[config.mk]
export PLATFORM = sky130hd
export DESIGN_NAME = refresh_controller_interval_timer
export DESIGN_NICKNAME = d
export VERILOG_FILES = /design/src/verilog/clock_source_select.v /design/src/verilog/refresh_cycle_fsm.v /design/src/verilog/refresh_controller_interval_timer.v
export VERILOG_INCLUDE_DIRS = /design/src /design/src/verilog
export SDC_FILE = /design/constraint.sdc
export NUM_CORES = 1
export LEC_CHECK = 0
export BUFFER_PORTS_ARGS = -buffer_cell sky130_fd_sc_hd__buf_2
export CELL_PAD_IN_SITES_DETAIL_PLACEMENT = 2
export CELL_PAD_IN_SITES_GLOBAL_PLACEMENT = 2
export CORE_MARGIN = 2
export CORE_UTILIZATION = 29
export CTS_CLUSTER_SIZE = 40
export DETAILED_ROUTE_END_ITERATION = 8
export GPL_TIMING_DRIVEN = 0
export HOLD_SLACK_MARGIN = 0.08
export PLACE_DENSITY = 0.74
export SYNTH_ARGS = -nofsm -noshare
export SYNTH_HDL_FRONTEND = slang
export SYNTH_HIERARCHICAL = 1
export SYNTH_SLANG_ARGS = --single-unit
[constraint.sdc]
create_clock -name clock_i -period 2.63 [get_ports clock_i]
set_input_delay 0.1315 -clock clock_i [delete_from_list [all_inputs] [get_ports clock_i]]
set_output_delay 0.1315 -clock clock_i [all_outputs]
set_load 0.005 [all_outputs]
[src/verilog/refresh_defs.vh]
// Purpose: Constants for the refresh controller and interval timer.
// Assumes: 8-bit timer registers, 100 MHz system clock.
// Notes: Status layout: bit7 match flag, bit6 irq enable, bits5..3 clock select.
// Function
// - Refresh logic runs in sleep, stops fully in hardware standby; code freezes the timer, but a refresh cycle under way still finishes.
// - Software standby clears counter, match flag and irq enable; keeps clock select and constant.
// - First match after reset or standby produces no refresh cycle.
// - Match flag is status bit 7, readable for counting intervals.
// - Up to four area-3 chips share one refresh strobe.
// - Refresh strobe asserts in every refresh cycle.
// - Pseudo-static mode uses same constant and clock select for interval.
// - Pseudo-static cycles take same states as dynamic RAM cycles.
// - Area-3 access-state bit set lets wait states stretch refresh cycles.
// - Self-refresh standby drives chip select high, strobe low; exit restores.
// - Pseudo-static standby floats read and write strobes, chip select high.
// - Interval timer needs both memory enables clear.
// - Match flag sets when counter leaves the matching value.
// - Timer standby clears counter, flag and enable; keeps select and constant.
// - Clear during counter write wins; written value discarded.
// - Write during increment wins; increment dropped.
// - Constant write suppresses a simultaneous compare match.
// - Counter counts falling edges; fast-to-slow switch counts once.
// - Bus priority: external master, refresh, DMA, processor.
// - Interrupt request only while enable bit set.
`ifndef REFRESH_DEFS_VH
`define REFRESH_DEFS_VH
`define CSR_FLAG_BIT   7
`define CSR_IEN_BIT    6
`define CSR_CKS_HI     5
`define CSR_CKS_LO     3
`define COUNTER_RESET  8'h00
`define CONSTANT_RESET 8'hff
`define CKS_RESET      3'h0
`define REFRESH_STATES 3'h4
`endif

[src/verilog/clock_source_select.v]
// Purpose: Prescaler and falling-edge pulse for the refresh counter.
// Assumes: Select 0 halts; 1..7 pick divide by 2,8,32,128,512,2048,4096.
// Notes: A select change that drops the clock level reads as a falling edge.
`timescale 1ns/1ps
`default_nettype none
module clock_source_select
(
  input  wire       clock_i,
  input  wire       reset_i,
  input  wire       run_i,
  input  wire [2:0] select_i,
  output wire       tick_o
);
  reg  [11:0] prescale;
  reg         last_level;
  wire        level;

  // Pick one prescaler bit as the source clock
  function src_bit;
    input [2:0]  s;
    input [11:0] p;
    begin
      case (s)
        3'h1: src_bit = p[0];
        3'h2: src_bit = p[2];
        3'h3: src_bit = p[4];
        3'h4: src_bit = p[6];
        3'h5: src_bit = p[8];
        3'h6: src_bit = p[10];
        3'h7: src_bit = p[11];
        default: src_bit = 1'b0;
      endcase
    end
  endfunction

  assign level = src_bit(select_i, prescale);

  // Free-running prescaler, held in hardware standby
  always @(posedge clock_i)
  begin
    if (reset_i)
    begin
      prescale   <= 12'h000;
      last_level <= 1'b0;
    end
    else if (run_i)
    begin
      prescale   <= prescale + 12'h001;
      last_level <= level;
    end
  end

  // Falling edge of the chosen source, including a switch to a low level
  assign tick_o = run_i & last_level & ~level;
endmodule
`default_nettype wire

[src/verilog/refresh_cycle_fsm.v]
// Purpose: Runs one refresh bus cycle once the arbiter grants it.
// Assumes: Wait requests come from the wait state controller.
// Notes: Same state count for dynamic and pseudo-static memory.
`timescale 1ns/1ps
`default_nettype none
`include "refresh_defs.vh"
module refresh_cycle_fsm
(
  input  wire clock_i,
  input  wire reset_i,
  input  wire start_i,
  input  wire wait_i,
  output reg  strobe_n_o,
  output wire busy_o
);
  localparam IDLE = 1'b0;
  localparam RUN  = 1'b1;
  reg       state;
  reg [2:0] count;

  assign busy_o = state;

  // Fixed-length cycle stretched by wait requests
  always @(posedge clock_i)
  begin
    if (reset_i)
    begin
      state      <= IDLE;
      count      <= 3'h0;
      strobe_n_o <= 1'b1;
    end
    else
    begin
      case (state)
        IDLE:
        begin
          if (start_i)
          begin
            state      <= RUN;
            count      <= 3'h1;
            strobe_n_o <= 1'b0;
          end
        end
        RUN:
        begin
          if (wait_i)
            count <= count;
          else if (count == `REFRESH_STATES)
          begin
            state      <= IDLE;
            strobe_n_o <= 1'b1;
          end
          else
            count <= count + 3'h1;
        end
        default: state <= IDLE;
      endcase
    end
  end
endmodule
`default_nettype wire

[src/verilog/refresh_controller_interval_timer.v]
// Purpose: Refresh interval timer, request pacing, self-refresh strobes.
// Assumes: Register writes arrive as one-cycle strobes in their final state.
// Notes: Registers are plain ports; the CPU bus lives outside this block.
`timescale 1ns/1ps
`default_nettype none
`include "refresh_defs.vh"
module refresh_controller_interval_timer
(
  input  wire       clock_i,
  input  wire       reset_i,
  input  wire       sleep_i,
  input  wire       hw_standby_i,
  input  wire       sw_standby_i,
  input  wire       dynamic_ram_enable_i,
  input  wire       pseudo_static_enable_i,
  input  wire       self_refresh_enable_i,
  input  wire       area3_access_states_i,
  input  wire       wait_request_i,
  input  wire       ext_master_request_i,
  input  wire       dma_request_i,
  input  wire       cpu_request_i,
  input  wire       counter_write_i,
  input  wire [7:0] counter_wdata_i,
  input  wire       constant_write_i,
  input  wire [7:0] constant_wdata_i,
  input  wire       status_write_i,
  input  wire [7:0] status_wdata_i,
  input  wire       status_read_i,
  output reg  [7:0] refresh_timer_counter_o,
  output reg  [7:0] refresh_time_constant_o,
  output wire [7:0] refresh_timer_control_status_o,
  output wire       compare_match_interrupt_o,
  output wire       ext_master_grant_o,
  output wire       refresh_grant_o,
  output wire       dma_grant_o,
  output wire       cpu_grant_o,
  output reg        refresh_strobe_n_o,
  output reg        area3_chip_select_n_o,
  output wire       bus_strobe_oe_o
);
  reg       compare_match_flag;
  reg       compare_interrupt_enable;
  reg [2:0] clock_select_field;
  reg       flag_seen;
  reg       skip_first;
  reg       request_pending;
  reg       in_standby;
  reg [7:0] next_counter;
  wire      run;
  wire      tick;
  wire      match;
  wire      memory_on;
  wire      cycle_strobe_n;
  wire      cycle_busy;
  wire      start_cycle;

  // Runs in sleep, frozen in hardware standby
  assign run       = ~hw_standby_i;
  assign memory_on = dynamic_ram_enable_i | pseudo_static_enable_i;

  clock_source_select u_clk
  (
    .clock_i  (clock_i),
    .reset_i  (reset_i),
    .run_i    (run),
    .select_i (clock_select_field),
    .tick_o   (tick)
  );

  // Match fires on the tick leaving the matching value, unless constant written
  assign match = tick & (refresh_timer_counter_o == refresh_time_constant_o)
               & ~constant_write_i;

  // Counter next value with clear, write and increment priorities
  always @*
  begin
    next_counter = refresh_timer_counter_o;
    if (match)
      next_counter = `COUNTER_RESET;
    else if (counter_write_i)
      next_counter = counter_wdata_i;
    else if (tick)
      next_counter = refresh_timer_counter_o + 8'h01;
  end

  // Timer registers, status and standby handling
  always @(posedge clock_i)
  begin
    if (reset_i)
    begin
      refresh_timer_counter_o  <= `COUNTER_RESET;
      refresh_time_constant_o  <= `CONSTANT_RESET;
      clock_select_field       <= `CKS_RESET;
      compare_match_flag       <= 1'b0;
      compare_interrupt_enable <= 1'b0;
      flag_seen                <= 1'b0;
      skip_first               <= 1'b1;
      in_standby               <= 1'b0;
    end
    else if (sw_standby_i & run)
    begin
      // Hardware standby has priority: nothing moves while it is held
      refresh_timer_counter_o  <= `COUNTER_RESET;
      compare_match_flag       <= 1'b0;
      compare_interrupt_enable <= 1'b0;
      flag_seen                <= 1'b0;
      skip_first               <= 1'b1;
      in_standby               <= 1'b1;
    end
    else if (run)
    begin
      in_standby              <= 1'b0;
      refresh_timer_counter_o <= next_counter;
      if (constant_write_i)
        refresh_time_constant_o <= constant_wdata_i;
      if (status_read_i)
        flag_seen <= compare_match_flag;
      if (status_write_i)
      begin
        clock_select_field       <= status_wdata_i[`CSR_CKS_HI:`CSR_CKS_LO];
        compare_interrupt_enable <= status_wdata_i[`CSR_IEN_BIT];
      end
      // Set beats clear; clear needs a prior read of one
      if (match)
        compare_match_flag <= 1'b1;
      else if (status_write_i & flag_seen & ~status_wdata_i[`CSR_FLAG_BIT])
      begin
        compare_match_flag <= 1'b0;
        flag_seen          <= 1'b0;
      end
      if (match)
        skip_first <= 1'b0;
    end
  end

  assign refresh_timer_control_status_o = {compare_match_flag, compare_interrupt_enable,
                                           clock_select_field, 3'h7};
  assign compare_match_interrupt_o = compare_match_flag & compare_interrupt_enable;

  // Hold one refresh request until the arbiter serves it
  always @(posedge clock_i)
  begin
    if (reset_i | sw_standby_i | ~memory_on)
      request_pending <= 1'b0;
    else if (match & ~skip_first)
      request_pending <= 1'b1;
    else if (start_cycle)
      request_pending <= 1'b0;
  end

  // Fixed priority arbiter
  assign ext_master_grant_o = ext_master_request_i & ~cycle_busy;
  assign refresh_grant_o    = request_pending & ~ext_master_request_i & ~cycle_busy;
  assign dma_grant_o        = dma_request_i & ~request_pending & ~ext_master_request_i
                            & ~cycle_busy;
  assign cpu_grant_o        = cpu_request_i & ~dma_request_i & ~request_pending
                            & ~ext_master_request_i & ~cycle_busy;
  assign start_cycle        = refresh_grant_o & run;

  refresh_cycle_fsm u_cycle
  (
    .clock_i    (clock_i),
    .reset_i    (reset_i),
    .start_i    (start_cycle),
    .wait_i     (wait_request_i & area3_access_states_i),
    .strobe_n_o (cycle_strobe_n),
    .busy_o     (cycle_busy)
  );

  // Strobe pins: refresh cycles normally, self-refresh levels in pseudo-static standby
  always @(posedge clock_i)
  begin
    if (reset_i)
    begin
      refresh_strobe_n_o    <= 1'b1;
      area3_chip_select_n_o <= 1'b1;
    end
    else if (sw_standby_i & pseudo_static_enable_i)
    begin
      area3_chip_select_n_o <= 1'b1;
      refresh_strobe_n_o    <= ~self_refresh_enable_i;
    end
    else
    begin
      area3_chip_select_n_o <= 1'b1;
      refresh_strobe_n_o    <= cycle_strobe_n;
    end
  end

  // Read and write strobes float in pseudo-static standby
  assign bus_strobe_oe_o = ~(sw_standby_i & pseudo_static_enable_i) & ~in_standby;
endmodule
`default_nettype wire

==> results of run 1 <==
cells by family after synthesis:
logic type | after synthesis | synth area share [%]
other | 1 | 0.160
buffers and inverters | 25 | 5.66
muxes | 7 | 3.20
AOI/OAI and AO/OA | 62 | 19.5
and+or+nand+nor | 110 | 26.5
xor gates and xnor gates | 14 | 5.23
DFF | 44 | 37.6
adders and majority gates | 4 | 2.14
cells in the mapped netlist (all sizes together) (5+ instances only):
cell type and count:
nand2 17, nor2 25, buf 12, clkbuf 5
nand2b 5, o2bb2ai 5, o41ai 6, a211o 9
inv 8, dfxtp 44, a21oi 15, nand3 11
and3 14, nor2b 7, o21ai 10, nor4 5
xnor2 11, nand4 5
per-layer routing:
layer	track usage [%]	vias up	wire length, um
li1	-	1112	-
met1	21.5	1125	3190
met2	31.6	49	3790
met3	4.17	4	397
met4	3.99	0	63
met5	0	-	0
power by group:
group | switching, mW | internal [mW]
logic | 0.0845 | 0.0765
registers | 0.0203 | 0.682
clock network | 0.257 | 0.311
total | 0.361 | 1.07
critical path: cells and delay by family, from the launching register on:
| kind | cells | cell delay, ns |
|---|---|---|
| mux | 1 | 0.36 |
| compound gates | 4 | 1.07 |
| simple gates | 2 | 0.50 |
| flops | 1 | 0.43 |
cells in the final DEF, fill, tap and decap left out, drive strengths merged, types with 6 or more instances in the layout:
cell    count
buf        74
dfxtp      44
nor2       25
nand2      17
a21oi      15
and3       14
xnor2      11
nand3      11
clkbuf     11
o21ai      10
a211o       9
inv         8
nor2b       7
o41ai       6
layout make-up:
type,count,share of cell area (%)
sequential,44,29.8
tap,102,4.31
clock buffer,6,2.79
buffer,17,3.46
multi-input combinational,201,46.1
clock inverter,2,1.31
inverter,8,1.01
timing repair buffer,64,11.2
registers in the layout, indices dropped and copies added, names as in the netlist:
signal / count
clock_select_field: 3
compare_interrupt_enable: 1
compare_match_flag: 1
flag_seen: 1
in_standby: 1
refresh_strobe_n_o: 1
refresh_time_constant_o: 8
refresh_timer_counter_o: 8
request_pending: 1
skip_first: 1
u_clk/last_level: 1
u_clk/prescale: 12
u_cycle/busy_o: 1
u_cycle/count: 3
u_cycle/strobe_n_o: 1
path summary, 6_finish.rpt:
kind	start	to	slack, ns	cells past startpoint
max reg2reg	clock_select_field[1]$_SDFFE_PP0P_	refresh_timer_counter_o[2]$_SDFFE_PP0P_	0.19	7
min	counter_wdata_i[0]	refresh_timer_counter_o[0]$_SDFFE_PP0P_	0.09	3
min reg2reg	u_cycle/strobe_n_o$_SDFFE_PP1P_	refresh_strobe_n_o$_SDFF_PP1_	0.49	1
max	clock_select_field[1]$_SDFFE_PP0P_	refresh_timer_counter_o[2]$_SDFFE_PP0P_	0.19	7
metrics by stage:
step | util [%] | cells | total power [mW] | worst slack (ns)
6_report | 38.1 | 444 | 1.43 | 0.195
3_5_place_dp | 35.9 | 433 | 0.876 | -0.0639
3_3_place_gp | 35.9 | 433 | 0.871 | 0.0181
4_1_cts | 37.8 | 444 | 1.44 | 0.000846
2_1_floorplan | - | 270 | 0.801 | 0.418
5_1_grt | 38.1 | 444 | 1.49 | 0.0280
what timing repair did:
item                       4_1_cts  5_1_grt
setup endpoints to repair        9       11
hold endpoints to repair         2        0
buffers inserted                 1        0
resized for setup                0        5
hold buffers                     2        0
pin swaps                        1        0
==> results.md, run 1 <==
* Number of flops mapped to enable cells by yosys at 0
* Reg area at 882 um2
* Ys Warns at 6
* Multi-input gate area at 1370 um2
* CP Cell Sequence: mux2_2 > a221oi_2 > o311a_1 > nand2b_1 > or3_1 > o41ai_1 > o2bb2ai_1
* Slew Viols, Final at 0
* Synth Area per Inst at 8.78 um2
* Vias in the first global route at 2452
* Core area at 7770 um2
* Final Cycle Share at 92.6%
* Post-synth top area share at 37.6%
* Die Height at approximately 94 um
* Drt pass-1 iters at 4
* Antenna violations before repair at 0
* Max-cap check violation count at 0
* CP required at about 2.9 ns
* Final Hold Viols at 0
* Outcome: finished clean
* CP max-delay cell: dfxtp_2
* Hold WS at ~0.088 ns
* CTS root buffer: clkbuf_8
* Die X at 93.9 um
* Post-route setup TNS at 0 ns
* Area leader, netlist: dfxtp_1
* Clock Sink Count at 44
* Final Cell Area at 2960 um2
* Share of cells above drive strength 1 at 30.1%
* Clk Latency, worst-skew pair at ~0.30 ns
* I/O Pins at 73
* Rel. slew slack at around 59%
* Crit path DAT at 2.67 ns
* Post-synthesis instance total at 267
* Worst-case clock buffer depth at 2
* Netlist cell types at 50
* Post-layout nets at 386
* Crit-path max cell delay at 0.43 ns
* Synth area leaders: dfxtp_1 (38%), xnor2_1 (4.1%), nor2_1 (4.0%), and3_1 (3.7%), a211o_1 (3.4%)
* TritonCTS Buffers at 5
* Share of flip-flops with an asynchronous set or reset at 0%
* First-pass GRT wire length at about 12000 um
* GP Congestion at 0.749
* Antenna-violating nets left at 0
* Vias per cell at 5.16
* Worst-path clk slew at 0.09 ns
* Max H-tree Level at 2
* Routed WL at 7440 um
* Fmax at roughly 410 MHz
* Seq/Total Area, Yosys at approximately 38%
* Leak pwr at 1.24 nW
* Routed via count at around 2.3k
* WL per Instance at 16.8 um
* Total gr overflow at 0
* Initial core utilization at 30.2%
* Row cnt at 32
* Iter 0 DRT Violations at 47
* Antenna cells at 0
* Setup violations, final at 0
* Min Tclk post-route at 2.44 ns
* Worst vdd ir at 205 uV
* Synthesized area at 2340 um2
* Class of the most critical hold timing path: in -> reg
* Port bufs at 61
* Fillers at 938
* TritonCTS clock tree: built
* Pin count of the biggest net entering global routing at 15
* Critical path fanouts, max at 6
* RSZ-0062 raised after global routing: false
* Top FF cell, synth: dfxtp_1
* Synthesized flop and latch total at 44
* PD cells at 483 nW/um2
* Critical path type: reg -> reg
* Die ar. at 8820 um2
* Startpoint Class: register
* Clk_skew at between 0.008 and 0.009 ns
* Placed Area at 2790 um2
* DP HPWL at about 5700 um
* DRC Markers at 0
* Slew @ Worst Pin at 0.608 ns
* Crit. End Element: register
* Area delta synth->final at 26.4%
* Total track usage at 17.7%
(Power assumes the default switching activity.)
==> run 2: changes to the inputs <==
--- a/config.mk
+++ b/config.mk
@@ -6,7 +6,7 @@
 export SDC_FILE = /design/constraint.sdc
 export NUM_CORES = 1
 export LEC_CHECK = 0
-export BUFFER_PORTS_ARGS = -buffer_cell sky130_fd_sc_hd__buf_2
+export BUFFER_PORTS_ARGS = -buffer_cell sky130_fd_sc_hd__clkbuf_2
 export CELL_PAD_IN_SITES_DETAIL_PLACEMENT = 2
 export CELL_PAD_IN_SITES_GLOBAL_PLACEMENT = 2
 export CORE_MARGIN = 2
==> run 2 against run 1 <==
Effect of this change:
- core utilization fell by 0.60 points
- sequential share of layout area rose by 0.47 points
- count of clock-buffer cells in the layout did not move
- highest routed layer unchanged
==> results.md, run 2 (synthesized netlist as in run 1, its figures left out) <==
* Core Util, Final at 37.5% (-0.60 points)
* Total Power at 1.27 mW (-11%)
* Antenna cells at 0 (unchanged)
* Share of cells above drive strength 1 at 28.9% (-1.2 points)
* Total track usage at 17.3% (-0.42 points)
* Clk_skew at 0.00447 ns (-0.00422 ns)
* DRC Markers at 0 (unchanged)
* CTS root buffer: clkbuf_8
* Critical path fanouts, max at 6 (unchanged)
* Clock Sink Count at 44 (unchanged)
* Post-route setup TNS at 0 ns (unchanged)
* Antenna-violating nets left at 0 (unchanged)
* Startpoint Class: register
* Reg with most FFs: u_clk/prescale
* Crit. End Element: register
* Initial core utilization at 30.2% (unchanged)
* RSZ-0062 raised after global routing: false
* Port bufs at 61 (unchanged)
* Leak pwr at 1.22 nW (-1.6%)
* Comb power frac at 12.7% (+1.4 points)
* Antenna violations before repair at 0 (unchanged)
* Rel. slew slack at 63.0% (+3.6 points)
* Most common cell after layout, fill and taps aside: clkbuf_2
* GP Congestion at 0.750 (+0.20%)
* Max-cap check violation count at 0 (unchanged)
* Slew @ Worst Pin at 0.555 ns (-0.0538 ns)
* Critical path type: reg -> reg
* Die ar. at 8820 um2 (unchanged)
* Pin count of the biggest net entering global routing at 14 (-1)
* Max H-tree Level at 2 (unchanged)
* CP required at 2.86 ns (about the same)
* CP Cell Sequence: mux2_2 > nor3b_1 > o311a_1 > nand2b_1 > or3_1 > o41ai_1 > o2bb2ai_1
* Fmax at 409 MHz (-0.52%)
* Min Tclk post-route at 2.45 ns (+0.0128 ns)
* Most frequent cells in the layout: clkbuf_2 (61), dfxtp_1 (43), nor2_1 (25)
* Final Cycle Share at 93.1% (+0.49 points)
* Post-layout nets at 387 (+0.26%)
* Area delta synth->final at 24.5%
* Routed via count at 2275 (-0.66%)
* PD cells at 435 nW/um2 (-9.9%)
* TritonCTS clock tree: built
* Placed Cells incl. Taps at 433 (unchanged)
* CP max-delay cell: dfxtp_2
* Iter 0 DRT Violations at 39 (-17%)
* Crit path DAT at 2.67 ns (about the same)
* Reg2reg setup slack at 0.18 ns (about the same)
* Finished Layout Cells at 444 (unchanged)
* Number of flip-flops under the largest register name at 12 (unchanged)
* Power Internal at 0.940 mW (-12%)
* Class of the most critical hold timing path: in -> reg
* I/O Pins at 73 (unchanged)
* Largest registers: u_clk/prescale x12, refresh_time_constant_o x8, refresh_timer_counter_o x8
* Sequential Power Share at 55.3% (+6.2 points)
* Sw Ratio at 26.0% (+0.70 points)
* DP HPWL at 5650 um (-0.38%)
* Clk Latency, worst-skew pair at 0.29 ns (about the same)
* Clock share of power at 32.0% (-7.7 points)
* Worst vdd ir at 190 uV (-7.1%)
* Setup violations, final at 0 (unchanged)
* Worst-case clock buffer depth at 2 (unchanged)
* WL per Instance at 16.4 um (-2.2%)
* Routed WL at 7270 um (-2.2%)
* Vias per cell at 5.12 (-0.66%)
* Total gr overflow at 0 (unchanged)
* Die X at 93.9 um (unchanged)
* Row cnt at 32 (unchanged)
* Worst-path clk slew at 0.08 ns (about the same)
* Slew Viols, Final at 0 (unchanged)
* Crit-path max cell delay at 0.41 ns (-0.02 ns)
* First-pass GRT wire length at 12100 um (-1.6%)
* Outcome: finished clean
* Drt pass-1 iters at 4 (unchanged)
* Core area at 7770 um2 (unchanged)
* TritonCTS Buffers at 5 (unchanged)
* Vias in the first global route at 2498 (+1.9%)
* Final Hold Viols at 0 (unchanged)
* Hold WS at 0.0956 ns (+0.00810 ns)
* NetSw at 0.329 mW (-8.9%)
* Die Height at 93.9 um (unchanged)
## run 2: cell count changes in the layout (fill, tap and decap cells not counted)
cell           delta
clkinv_4          -1
clkbuf_8          -1
o41ai_2           -1
clkbuf_2         +61
clkbuf_1          +1
nor3b_1           +1
buf_2            -61
dlygate4sd3_1     +1
nor3b_2           -1
bufinv_16         -1
clkinv_2          +1
o41ai_1           +1
## run 2: routing by layer
layer / part of all wire, % / GRT usage, % / up-vias
li1: - / - / 1114
met1: 45 / 21.4 / 1112
met2: 50 / 30.8 / 45
met3: 4.4 / 3.69 / 4
met4: 0.55 / 3.38 / 0
met5: 0 / 0 / -
## run 2: power groups by stage
stage                     registers, mW  clock network (mW)  logic (mW)
after detailed placement          0.718                   0       0.159
after CTS                         0.702               0.429       0.163
after global routing              0.705               0.455       0.182
after floorplan                   0.713                   0      0.0883
final                             0.702               0.406       0.161
after global placement            0.717                   0       0.153
## run 2: final cells by class
cell class | instances | area [um2]
buffer | 17 | 103
clock buffer | 6 | 72.6
clock inverter | 1 | 5.00
fill | 919 | 4850
inverter | 8 | 30.0
multi-input combinational | 201 | 1350
sequential | 44 | 882
tap | 102 | 128
timing repair buffer | 65 | 343
## run 2: stage by stage
stage / instance area, um2 / worst slack [ns]
final: 2920 / 0.182
after global routing: 2920 / 0.0367
after CTS: 2910 / 0.0241
after detailed placement: 2790 / -0.0276
after global placement: 2790 / 0.0137
after floorplan: 2350 / 0.418
## run 2: worst max-delay path, delay by kind of cell (launching register included)
kind,cells,cell delay (ns)
compound gates,3,0.83
flops,1,0.41
mux,1,0.36
simple gates,3,0.78
## run 2: final timing paths
| check | start | depth (start not counted) | to |
|---|---|---|---|
| setup / recovery | clock_select_field[1]$_SDFFE_PP0P_ | 7 | refresh_timer_counter_o[7]$_SDFFE_PP0P_ |
| hold / removal | status_wdata_i[6] | 3 | compare_interrupt_enable$_SDFFE_PP0P_ |
| setup reg to reg | clock_select_field[1]$_SDFFE_PP0P_ | 7 | refresh_timer_counter_o[7]$_SDFFE_PP0P_ |
| hold reg to reg | u_cycle/strobe_n_o$_SDFFE_PP1P_ | 1 | refresh_strobe_n_o$_SDFF_PP1_ |
## run 2: repair_timing
item | CTS | global route
setup endpoints to repair | 9 | 7
hold endpoints to repair | 3 | 0
setup buffers | 1 | 0
gates resized for setup | 1 | 2
pin swaps | 1 | 0
hold buffers | 3 | 0
gates cloned | 0 | 0
==> run 3: changes to the inputs <==
--- a/config.mk
+++ b/config.mk
@@ -9,6 +9,7 @@
 export BUFFER_PORTS_ARGS = -buffer_cell sky130_fd_sc_hd__clkbuf_2
 export CELL_PAD_IN_SITES_DETAIL_PLACEMENT = 2
 export CELL_PAD_IN_SITES_GLOBAL_PLACEMENT = 2
+export CORE_ASPECT_RATIO = 0.5
 export CORE_MARGIN = 2
 export CORE_UTILIZATION = 29
 export CTS_CLUSTER_SIZE = 40
==> run 3 against run 2 <==
Effect of this change:
- core utilization up 0.24 points
- routed wire length up 0.22%
- design area up 2.5%
- clock power up 50%
- largest cell class unchanged
==> results.md, run 3 (synthesized netlist as in run 1, its figures left out) <==
* WL per Instance at 16.0 um (-2.2%)
* Die ar. at 8860 um2 (+0.49%)
* Class of the most critical hold timing path: in -> reg
* TritonCTS clock tree: built
* Drt pass-1 iters at 4 (unchanged)
* Post-layout nets at 388 (+0.26%)
* Fmax at 408 MHz (about the same)
* Largest registers: u_clk/prescale x12, refresh_time_constant_o x8, refresh_timer_counter_o x8
* CP max-delay cell: or3_1
* Number of flip-flops under the largest register name at 12 (unchanged)
* CP required at 2.85 ns (about the same)
* Hold Startpoint: status_wdata_i[6]
* Total gr overflow at 0 (unchanged)
* Antenna-violating nets left at 0 (unchanged)
* Fillers at 921 (+0.22%)
* Initial core utilization at 29.6% (-0.56 points)
* Vias in the first global route at 2406 (-3.7%)
* TritonCTS Buffers at 5 (unchanged)
* Area delta synth->final at 27.6%
* Setup violations, final at 0 (unchanged)
* Final Cell Area at 2990 um2 (+2.5%)
* Antenna cells at 0 (unchanged)
* Crit-path max cell delay at 0.42 ns (about the same)
* Startpoint Class: register
* Die Height at 67.6 um (-28%)
* Slew @ Worst Pin at 0.581 ns (+0.0267 ns)
* Clk Latency, worst-skew pair at 0.29 ns (about the same)
* Slew Viols, Final at 0 (unchanged)
* CTS root buffer: clkbuf_16
* Die X at 131 um (+40%)
* Worst vdd ir at 214 uV (+13%)
* Vias per cell at 5.00 (-2.5%)
* Antenna violations before repair at 0 (unchanged)
* Most common cell after layout, fill and taps aside: clkbuf_2
* Hold WS at 0.0892 ns (-0.00640 ns)
* Worst-path clk slew at 0.06 ns (-0.02 ns)
* Port bufs at 61 (unchanged)
* I/O Pins at 73 (unchanged)
* Reg with most FFs: u_clk/prescale
* Share of cells above drive strength 1 at 29.4% (+0.50 points)
* Max H-tree Level at 2 (unchanged)
* Max-cap check violation count at 0 (unchanged)
* Placed Area at 2800 um2 (+0.45%)
* DP HPWL at 5590 um (-1.0%)
* Total track usage at 16.9% (-0.36 points)
* Core area at 7910 um2 (+1.9%)
* Routed WL at 7290 um (+0.22%)
* CP Cell Sequence: mux2_2 > nor3b_1 > o311a_1 > nand2b_1 > or3_1 > o41ai_1 > o2bb2ai_1
* Reg2reg start: clock_select_field[1]$_SDFFE_PP0P_
* PD cells at 491 nW/um2 (+13%)
* Iter 0 DRT Violations at 88 (+130%)
* Critical path fanouts, max at 6 (unchanged)
* Crit path DAT at 2.67 ns (about the same)
* Row cnt at 23 (-28%)
* Pin count of the biggest net entering global routing at 14 (unchanged)
* DRC Markers at 0 (unchanged)
* First-pass GRT wire length at 12100 um (+0.35%)
* Clock Sink Count at 44 (unchanged)
* Clk_skew at 0.00744 ns (+0.00298 ns)
* Rel. slew slack at 61.2% (-1.8 points)
* Worst-case clock buffer depth at 2 (unchanged)
* Leak pwr at 1.25 nW (+2.7%)
* Routed via count at 2274 (-0.044%)
* Crit path max-delay family: compound AO/OA/AOI/OAI gates
* Final Hold Viols at 0 (unchanged)
* Final Cycle Share at 93.1% (about the same)
* RSZ-0062 raised after global routing: false
* Min Tclk post-route at 2.45 ns (+0.000766 ns)
* Outcome: finished clean
* GP Congestion at 0.797 (+6.3%)
* CP startpoint: clock_select_field[1]$_SDFFE_PP0P_
* Critical path type: reg -> reg
* Buf+Inv Stages, Crit Path at 0 (unchanged)
* Most frequent cells in the layout: clkbuf_2 (61), dfxtp_1 (43), nor2_1 (25)
* Crit. End Element: register
[run 3: changes by cell type in the layout (fill, tap and decap cells not counted)]
cell and delta:
buf_4 +2, clkbuf_16 +5, clkbuf_8 -5, dlygate4sd3_1 -1
[run 3: metrics by stage]
stage	power (mW)	TNS, ns	util, %	setup WS [ns]	instances
after floorplan	0.801	0	-	0.418	270
after global placement	0.866	0	35.4	0.0582	443
after detailed placement	0.876	-0.258	35.4	-0.0476	443
after CTS	1.49	0	37.7	0.0812	455
after global routing	1.54	0	37.8	0.0284	455
final	1.47	0	37.8	0.181	455
[run 3: power breakdown]
group	switching (mW)	total [mW]	internal, mW	leakage [nW]
Sequential	0.0185	0.701	0.682	0.358
Clock	0.261	0.607	0.346	0.0667
Combinational	0.0850	0.161	0.0760	0.830
[run 3: area by class of cell]
type                    count  area [um2]  area share, %
flip-flops and latches     44         882           29.5
inverters                   8        30.0           1.00
repair buffers             66         348           11.6
clock buffers               6         129           4.31
plain buffers              17         103           3.43
multi-input cells         201        1350           45.3
clock inverters             1        5.00          0.167
well taps                 112         140           4.69
[run 3: worst paths after layout]
check                                                 end  cells past startpoint  slack, ns
hold reg to reg             refresh_strobe_n_o$_SDFF_PP1_                      1       0.49
hold / removal      compare_interrupt_enable$_SDFFE_PP0P_                      3       0.09
setup reg to reg  refresh_timer_counter_o[7]$_SDFFE_PP0P_                      7       0.18
setup / recovery  refresh_timer_counter_o[7]$_SDFFE_PP0P_                      7       0.18
[run 3: per-layer routing]
metal  wire length (um)  GRT usage [%]  vias to the layer above
li1                   -              -                     1119
met1               3320           20.6                     1122
met2               3730           31.6                       28
met3                186           3.45                        5
met4                 54           3.80                        0
met5                  0              0                        -
[run 3: worst min-delay path: stages]
cell and delay (ns):
clkbuf_2 0.08, nand3_1 0.06, a21oi_1 0.06
[run 3: what timing repair did]
| item | CTS | global route |
|---|---|---|
| hold buffers | 2 | 0 |
| pin swaps | 1 | 0 |
| resized for setup | 1 | 2 |
| hold endpoints to repair | 2 | 0 |
| setup buffers | 3 | 0 |
| endpoints found under the setup margin | 8 | 6 |
